`config.mk`:
```
export PLATFORM = sky130hd
export DESIGN_NAME = tlc_top
export DESIGN_NICKNAME = d
export VERILOG_FILES = /design/src/tlc_pkg.sv /design/src/tlc_pattern_det.sv /design/src/tlc_qual_timer.sv /design/src/tlc_top.sv
export SDC_FILE = /design/constraint.sdc
export NUM_CORES = 1
export LEC_CHECK = 0
export CAP_MARGIN = 20
export CELL_PAD_IN_SITES_DETAIL_PLACEMENT = 1
export CELL_PAD_IN_SITES_GLOBAL_PLACEMENT = 2
export CORE_MARGIN = 1.5
export CORE_UTILIZATION = 39
export DETAILED_ROUTE_END_ITERATION = 10
export DONT_BUFFER_PORTS = 1
export GPL_TIMING_DRIVEN = 0
export PLACE_DENSITY = 0.8
export RECOVER_POWER = 100
export SLEW_MARGIN = 0
export SYNTH_ARGS = -nofsm -noshare
export SYNTH_HDL_FRONTEND = slang
export SYNTH_HIERARCHICAL = 1
export SYNTH_SLANG_ARGS = --single-unit
```
`constraint.sdc`:
```
create_clock -name clk_i -period 2.8 [get_ports clk_i]
set_input_delay 0.56 -clock clk_i [delete_from_list [all_inputs] [get_ports clk_i]]
set_output_delay 0.56 -clock clk_i [all_outputs]
set_load 0.1 [all_outputs]
```
`src/tlc_pkg.sv`:
```
package tlc_pkg;

  // ===========================================================================
  // Clock and qualification timing
  // ===========================================================================
  localparam longint unsigned CLK_HZ           = 64'd250_000_000;
  localparam longint unsigned LOOP_QUAL_S      = 64'd5;
  localparam longint unsigned LOOP_QUAL_CYC_L  = LOOP_QUAL_S * CLK_HZ;
  localparam logic [31:0]     LOOP_QUAL_CYCLES = 32'(LOOP_QUAL_CYC_L);

  // ===========================================================================
  // Register bus and map
  // ===========================================================================
  localparam int unsigned ADDR_W        = 16;
  localparam int unsigned DATA_W        = 8;
  localparam logic [15:0] ADDR_LINE_CFG = 16'h0f02;
  localparam logic [15:0] ADDR_CTRL3    = 16'h0f03;
  localparam logic [15:0] ADDR_IRQ_EN   = 16'h0f04;
  localparam logic [15:0] ADDR_STATUS   = 16'h0f05;
  localparam logic [15:0] ADDR_IRQ_STS  = 16'h0f06;
  localparam logic [7:0]  RST_VAL       = 8'h00;
  localparam logic [7:0]  RDATA_IDLE    = 8'h00;

  // ===========================================================================
  // Field layout
  // ===========================================================================
  localparam int unsigned CTRL3_DET_SEL_LSB = 6;
  localparam int unsigned CTRL3_LINE_CODE   = 5;
  localparam int unsigned CTRL3_INS_ERR     = 1;
  localparam int unsigned CFG_SINGLE_RAIL   = 3;
  localparam logic [7:0]  CFG_MASK          = 8'h0f;
  localparam int unsigned LOOP_BIT          = 3;
  localparam logic [7:0]  LOOP_MASK         = 8'h08;

  // ===========================================================================
  // Patterns and encodings
  // ===========================================================================
  localparam int unsigned LOOP_UP_PERIOD   = 5;
  localparam int unsigned LOOP_DOWN_PERIOD = 3;
  localparam logic [2:0]  PAT_QRSS         = 3'h4;

  typedef enum logic [1:0] {
    DET_OFF  = 2'h0,
    DET_UP   = 2'h1,
    DET_DOWN = 2'h2,
    DET_AUTO = 2'h3
  } tlc_det_sel_e;

  typedef enum logic [1:0] {
    AUTO_OFF    = 2'h0,
    AUTO_HUNT   = 2'h1,
    AUTO_LOOPED = 2'h3
  } tlc_auto_e;

endpackage

```
`src/tlc_pattern_det.sv`:
```
`timescale 1ns/1ps
module tlc_pattern_det #(
  parameter int unsigned PERIOD = 5
) (
  // Clock and reset
  input  wire logic clk_i,
  input  wire logic rstn_i,
  // Receive bit stream
  input  wire logic en_i,
  input  wire logic bit_valid_i,
  input  wire logic bit_i,
  // Result
  output logic      match_o
);

  typedef struct packed {
    logic [PERIOD-1:0] hist;
    logic              match;
  } tlc_det_state_s;

  tlc_det_state_s q;
  tlc_det_state_s d;

  // A repeating pattern of zeros closed by a single one: the window holds
  // exactly one one and every new bit repeats the bit one period earlier.
  always_comb begin
    d = q;
    if (!en_i) begin
      d = '0;
    end else if (bit_valid_i) begin
      d.hist  = {q.hist[PERIOD-2:0], bit_i};
      d.match = (q.hist != '0) && ((q.hist & (q.hist - 1'b1)) == '0) &&
                (bit_i == q.hist[PERIOD-1]);
    end
  end

  always_ff @(posedge clk_i or negedge rstn_i) begin
    if (!rstn_i) begin
      q <= '0;
    end else begin
      q <= d;
    end
  end

  assign match_o = q.match;

endmodule

```
`src/tlc_qual_timer.sv`:
```
`timescale 1ns/1ps
module tlc_qual_timer #(
  parameter logic [31:0] LIMIT = 32'h0000_0010
) (
  // Clock and reset
  input  wire logic clk_i,
  input  wire logic rstn_i,
  // Raw match and qualified result
  input  wire logic match_i,
  output logic      qual_o
);

  typedef struct packed {
    logic [31:0] cnt;
    logic        qual;
  } tlc_tmr_state_s;

  tlc_tmr_state_s q;
  tlc_tmr_state_s d;

  // Any break in the pattern restarts the full persistence interval.
  always_comb begin
    d = q;
    if (!match_i) begin
      d = '0;
    end else if (q.cnt >= LIMIT) begin
      d.qual = 1'b1;
    end else begin
      d.cnt = q.cnt + 32'h1;
    end
  end

  always_ff @(posedge clk_i or negedge rstn_i) begin
    if (!rstn_i) begin
      q <= '0;
    end else begin
      q <= d;
    end
  end

  assign qual_o = q.qual;

endmodule

```
`src/tlc_top.sv`:
```
// The strobed register port is this design's own decision.
`timescale 1ns/1ps
module tlc_top #(
  parameter logic [31:0] LOOP_QUAL_CYCLES = tlc_pkg::LOOP_QUAL_CYCLES
) (
  // Clock and reset
  input  wire logic        clk_i,
  input  wire logic        rstn_i,
  // Register port
  input  wire logic [15:0] reg_addr_i,
  input  wire logic [7:0]  reg_wdata_i,
  input  wire logic        reg_wr_i,
  input  wire logic        reg_rd_i,
  output logic      [7:0]  reg_rdata_o,
  // Receive line
  input  wire logic        rx_bit_valid_i,
  input  wire logic        rx_data_i,
  // Transmit line
  input  wire logic        transmit_clock_i,
  input  wire logic        tx_data_i,
  output logic             tx_data_o,
  // Line control
  output logic             remote_loopback_o,
  output logic             line_code_ami_o,
  // Interrupt
  output logic             irq_o
);

  // ===========================================================================
  // State
  // ===========================================================================
  typedef struct packed {
    logic [7:0]         cfg;
    logic [7:0]         ctrl3;
    logic [7:0]         irq_en;
    logic [7:0]         irq_sts;
    logic [7:0]         rdata;
    tlc_pkg::tlc_auto_e auto_st;
    logic               det;
    logic               tclk;
    logic               ins;
    logic               txd;
  } tlc_top_state_s;

  tlc_top_state_s q;
  tlc_top_state_s d;

  tlc_pkg::tlc_det_sel_e det_sel;
  logic                  qrss_sel;
  logic                  up_en;
  logic                  down_en;
  logic                  up_match;
  logic                  down_match;
  logic                  up_qual;
  logic                  down_qual;
  logic                  tclk_rise;
  logic                  det_next;

  assign det_sel  = tlc_pkg::tlc_det_sel_e'(q.ctrl3[tlc_pkg::CTRL3_DET_SEL_LSB +: 2]);
  assign qrss_sel = (q.cfg[2:0] == tlc_pkg::PAT_QRSS);

  // ===========================================================================
  // Detector enables
  // ===========================================================================
  // Only one detector runs at a time, so a stale count from the other code
  // can never leak into the status after a mode change.
  always_comb begin
    up_en   = 1'b0;
    down_en = 1'b0;
    case (det_sel)
      tlc_pkg::DET_OFF: begin
        up_en   = 1'b0;
        down_en = 1'b0;
      end
      tlc_pkg::DET_UP: begin
        up_en = 1'b1;
      end
      tlc_pkg::DET_DOWN: begin
        down_en = 1'b1;
      end
      tlc_pkg::DET_AUTO: begin
        up_en   = (q.auto_st != tlc_pkg::AUTO_LOOPED);
        down_en = (q.auto_st == tlc_pkg::AUTO_LOOPED);
      end
      default: begin
        up_en   = 1'b0;
        down_en = 1'b0;
      end
    endcase
  end

  // ===========================================================================
  // Pattern detection and persistence
  // ===========================================================================
  tlc_pattern_det #(
    .PERIOD (tlc_pkg::LOOP_UP_PERIOD)
  ) u_up_det (
    .clk_i       (clk_i),
    .rstn_i      (rstn_i),
    .en_i        (up_en),
    .bit_valid_i (rx_bit_valid_i),
    .bit_i       (rx_data_i),
    .match_o     (up_match)
  );

  tlc_pattern_det #(
    .PERIOD (tlc_pkg::LOOP_DOWN_PERIOD)
  ) u_down_det (
    .clk_i       (clk_i),
    .rstn_i      (rstn_i),
    .en_i        (down_en),
    .bit_valid_i (rx_bit_valid_i),
    .bit_i       (rx_data_i),
    .match_o     (down_match)
  );

  tlc_qual_timer #(
    .LIMIT (LOOP_QUAL_CYCLES)
  ) u_up_tmr (
    .clk_i   (clk_i),
    .rstn_i  (rstn_i),
    .match_i (up_match),
    .qual_o  (up_qual)
  );

  tlc_qual_timer #(
    .LIMIT (LOOP_QUAL_CYCLES)
  ) u_down_tmr (
    .clk_i   (clk_i),
    .rstn_i  (rstn_i),
    .match_i (down_match),
    .qual_o  (down_qual)
  );

  assign tclk_rise = transmit_clock_i & ~q.tclk;

  // ===========================================================================
  // Next state
  // ===========================================================================
  always_comb begin
    d        = q;
    det_next = 1'b0;

    // Automatic loop-back sequencer.
    case (q.auto_st)
      tlc_pkg::AUTO_OFF: begin
        if (det_sel == tlc_pkg::DET_AUTO) begin
          d.auto_st = tlc_pkg::AUTO_HUNT;
        end
      end
      tlc_pkg::AUTO_HUNT: begin
        if (det_sel != tlc_pkg::DET_AUTO) begin
          d.auto_st = tlc_pkg::AUTO_OFF;
        end else if (up_qual) begin
          d.auto_st = tlc_pkg::AUTO_LOOPED;
        end
      end
      tlc_pkg::AUTO_LOOPED: begin
        if (det_sel != tlc_pkg::DET_AUTO) begin
          d.auto_st = tlc_pkg::AUTO_OFF;
        end else if (down_qual) begin
          d.auto_st = tlc_pkg::AUTO_HUNT;
        end
      end
      default: begin
        d.auto_st = tlc_pkg::AUTO_OFF;
      end
    endcase

    // Detected status per mode.
    case (det_sel)
      tlc_pkg::DET_UP:   det_next = up_qual;
      tlc_pkg::DET_DOWN: det_next = down_qual;
      tlc_pkg::DET_AUTO: det_next = (q.auto_st == tlc_pkg::AUTO_LOOPED);
      default:           det_next = 1'b0;
    endcase
    d.det = det_next;

    // Register writes; the change event below is applied after the clear.
    if (reg_wr_i) begin
      case (reg_addr_i)
        tlc_pkg::ADDR_LINE_CFG: d.cfg    = reg_wdata_i & tlc_pkg::CFG_MASK;
        tlc_pkg::ADDR_CTRL3:    d.ctrl3  = reg_wdata_i;
        tlc_pkg::ADDR_IRQ_EN:   d.irq_en = reg_wdata_i & tlc_pkg::LOOP_MASK;
        tlc_pkg::ADDR_IRQ_STS:  d.irq_sts = q.irq_sts & ~reg_wdata_i;
        default: begin
        end
      endcase
    end

    // Both the onset and the loss of detection are events; set wins over clear.
    if (det_next != q.det) begin
      d.irq_sts[tlc_pkg::LOOP_BIT] = 1'b1;
    end

    // Read data stands only in the cycle after the strobe.
    d.rdata = tlc_pkg::RDATA_IDLE;
    if (reg_rd_i) begin
      case (reg_addr_i)
        tlc_pkg::ADDR_LINE_CFG: d.rdata = q.cfg;
        tlc_pkg::ADDR_CTRL3:    d.rdata = q.ctrl3;
        tlc_pkg::ADDR_IRQ_EN:   d.rdata = q.irq_en;
        tlc_pkg::ADDR_STATUS:   d.rdata = 8'(q.det) << tlc_pkg::LOOP_BIT;
        tlc_pkg::ADDR_IRQ_STS:  d.rdata = q.irq_sts;
        default:                d.rdata = tlc_pkg::RDATA_IDLE;
      endcase
    end

    // Error insertion runs on transmit clock edges seen in this domain. The
    // insert bit is sampled even outside QRSS so that a one left standing
    // from another pattern cannot fire later.
    d.tclk = transmit_clock_i;
    if (tclk_rise) begin
      d.ins = q.ctrl3[tlc_pkg::CTRL3_INS_ERR];
      d.txd = tx_data_i ^ (qrss_sel & q.ctrl3[tlc_pkg::CTRL3_INS_ERR] & ~q.ins);
    end
  end

  always_ff @(posedge clk_i or negedge rstn_i) begin
    if (!rstn_i) begin
      q <= '0;
    end else begin
      q <= d;
    end
  end

  // ===========================================================================
  // Outputs
  // ===========================================================================
  assign reg_rdata_o       = q.rdata;
  assign tx_data_o         = q.txd;
  assign remote_loopback_o = (q.auto_st == tlc_pkg::AUTO_LOOPED);
  assign line_code_ami_o   = q.cfg[tlc_pkg::CFG_SINGLE_RAIL] &
                             q.ctrl3[tlc_pkg::CTRL3_LINE_CODE];
  assign irq_o             = |(q.irq_sts & q.irq_en);
endmodule

```
==> results.toml <==
[global_route]
grt_pass1_wl_um = 23300
antenna_found_initial = 0
gr-total-overflow = 0
grt_max_degree = 112
grt_pass1_vias = 4597
grt_use_total = 0.182

[placed_design]
dp_slack_ns = 0.137
port_buffers = 0
dp_hpwl_um = 9420
gp_congestion = 0.756

[synthesis]
ys_warn_count = 6
yosysTopAreaCell = "dfrtp_1"
synth.cell_area_mm2 = 0.00585
synthArstFlopShare = 1.00
ys_types = 52
yosys_most_used_dff = "dfrtp_1"
syn_avg_cell_area_um2 = 10.1
synth_top_area_frac = 0.475
syn_inst = 581
synthTopCellsByArea = "dfrtp_1 (47%), mux2i_1 (6.2%), nand2_1 (3.8%), xnor2_1 (3.6%), nor2_1 (3.0%)"
synth_common_cells = "dfrtp_1 (111), nand2_1 (59), nor2_1 (47)"
synth_nets = 617
synth_edf_count = 0
synth.ff_latch_count = 111
ys_seq_area_frac = 0.475
yosysMostFrequentCell = "dfrtp_1"

[worst_hold_path]
hold_class = "input pin to asynchronous set/reset pin"

[die]
io_pins = 44
die_h_um = 125
rows = 44
core_area_mm2 = 0.0146
start_util = 0.401
die_w_um = 125
die_area_mm2 = 0.0157

[critical_path]
worstPathRequired_ns = 3.04
crit_path_end_kind = "flip-flop"
startpoint_type = "flip-flop"
arrival_ns = 2.89
crit_fanout = 10
setup.worst_path.class = "flip-flop to flip-flop"

[route]
dr.pass1.iters = 4
post_drt_via_cell_ratio = 5.58
drc = 0
totalWireLength_um = 13500
drt-initial-drc-count = 171
num_vias = 4361
wl_per_cell_um = 17.3
ant_nets = 0

[power]
leakage_uw = 0.00264
power_uw = 2980
ir_drop_mv = 0.293
pwr_density_cell_mw_per_mm2 = 471

[finish]
n_fill_cell = 1644
syn_to_final_growth_pct = 8.19
antenna_cells = 0
num-nets-final = 628
drive_above_1_share = 0.0838
utilization = 0.434

[sta]
setup_viol = 0
fin_ws_ns = 0.146
fmax_mhz = 377
tightest_slew_ns = 1.39
clock_skew_ns = 0.00770
finalCriticalPeriod_ns = 2.65
tns_ns = 0
relSlewSlack = 0.0697
final_max_slew_viol_count = 0
finalHoldViolCount = 111
rsz0062_at_grt = "false"
fin_hold_ws_ns = -0.101
period_share = 0.948

[clock_tree]
clk-insertion-delay-late_ns = 0.35
cts_setup_buffers = 0
path_clk_slew_ns = 0.07
cts_tree = "yes"
cts_buffers = 9
cts_sinks = 111
root_buffer = "clkbuf_16"
h-tree-depth = 3
cts_buffer_depth = 2

[job]
maxCapViolCount = 0

[run_status]
status = "finished, violations left"
violations = "negative hold slack"
==> metrics by stage <==
| step | instances | cell area, µm² |
|---|---|---|
| global route | 781 | 6330 |
| global placement | 765 | 6080 |
| floorplan | 581 | 5850 |
| CTS | 781 | 6380 |
| detailed placement | 765 | 6080 |
| finish | 781 | 6330 |
==> critical path, cell delays in order (launching register included) <==
cell and delay (ns):
dfrtp_1 0.44, or4_4 0.57, nor3_4 0.20, o21ai_1 0.11, buf_2 0.23, nor4_4 0.61, nand4_1 0.22, mux2i_1 0.16
==> power by group <==
group | internal (µW) | switching [µW] | leakage [µW]
Combinational | 14.2 | 19.9 | 0.000946
Sequential | 1600 | 14.9 | 0.00154
Clock | 706 | 621 | 0.000148
Total | 2320 | 656 | 0.00264
==> area by class of cell <==
class,instances,area [µm²],area share
Multi-Input combinational cell,434,2870,0.454
Sequential cell,111,2780,0.439
Tap cell,184,230,0.0364
Clock buffer,9,225,0.0356
Buffer,25,103,0.0162
Clock inverter,7,80.1,0.0127
Inverter,11,41.3,0.00652
==> placed cells by master (no fill, tap or decap), types with 3 or more instances in the layout <==
master     Yosys  final
nor3b_1        3      3
mux2_2        14     13
a211oi_1       3      3
buf_2          8      7
nor2b_1       10     10
nor2_1        47     47
and4_1         4      4
nor4_1         5      6
ha_1           4      4
a21boi_0       8      8
nand4bb_1      3      3
nand2b_1      26     26
clkbuf_1       9     18
nor4b_1        7      7
nor3_1        15     15
xnor2_1       24     24
nand4_1       15     15
and2_1        16      9
or4_1          2      3
xor2_1         4      4
clkbuf_16      0      9
nor4_4         5      4
dfrtp_1      111    111
o31ai_1        4      4
and2_0         1      8
nand2_1       59     59
or3_1         10     10
a31oi_1        4      4
inv_1          9      9
and3_1        13     13
a22oi_1        4      4
or2_2          4      4
nand3_1       28     28
a21oi_1       18     18
mux2i_1       36     36
o21ai_0       13     13
==> state kept, by name (all words and copies together), names as in the netlist, 2 cells and up <==
register / count
reg_rdata_o: 8
u_up_tmr/q: 32
q: 24
u_down_det/q: 3
det_sel: 2
u_up_det/q: 5
u_down_tmr/q: 32
==> cells by family (layout without fill, tap and decap cells) <==
kind of cell    after synthesis  count (layout)  synth area share
mux                          51              51            0.0905
simple gates                285             285             0.282
fa+ha+maj                     4               4           0.00856
xor+xnor                     28              28            0.0419
flops                       111             111             0.475
compound gates               66              66            0.0719
buf+inv                      36              52            0.0299
==> path summary, 6_finish.rpt <==
path	start	end	slack, ns	cells after the start
worst min-delay path	rstn_i	u_down_tmr/q[20]	-0.10	0
worst max register to register	u_up_tmr/q[21]	u_up_tmr/q[14]	0.15	7
max in group asynchronous	rstn_i	u_up_tmr/q[28]	2.72	0
worst min register to register	u_down_tmr/q[31]	u_down_tmr/q[31]	0.50	2
min in group clk_i	transmit_clock_i	q[2]	0.23	0
worst max-delay path	u_up_tmr/q[21]	u_up_tmr/q[14]	0.15	7
==> routing by layer <==
metal | part of all wire | vias to the layer above | routed length (µm) | GRT usage
met1 | 0.45 | 2250 | 6140 | 0.231
met5 | 0 | - | 0 | 0
li1 | - | 2065 | - | -
met2 | 0.51 | 38 | 6910 | 0.315
met3 | 0.028 | 8 | 379 | 0.0449
met4 | 0.0086 | 0 | 116 | 0.0381
==> timing repair <==
item | 4_1_cts | 5_1_grt
resized for setup | 0 | 0
setup endpoints to repair | 0 | 2
endpoints found under the hold margin | 111 | 111
Note: power is estimated with default switching activity, not from simulation.
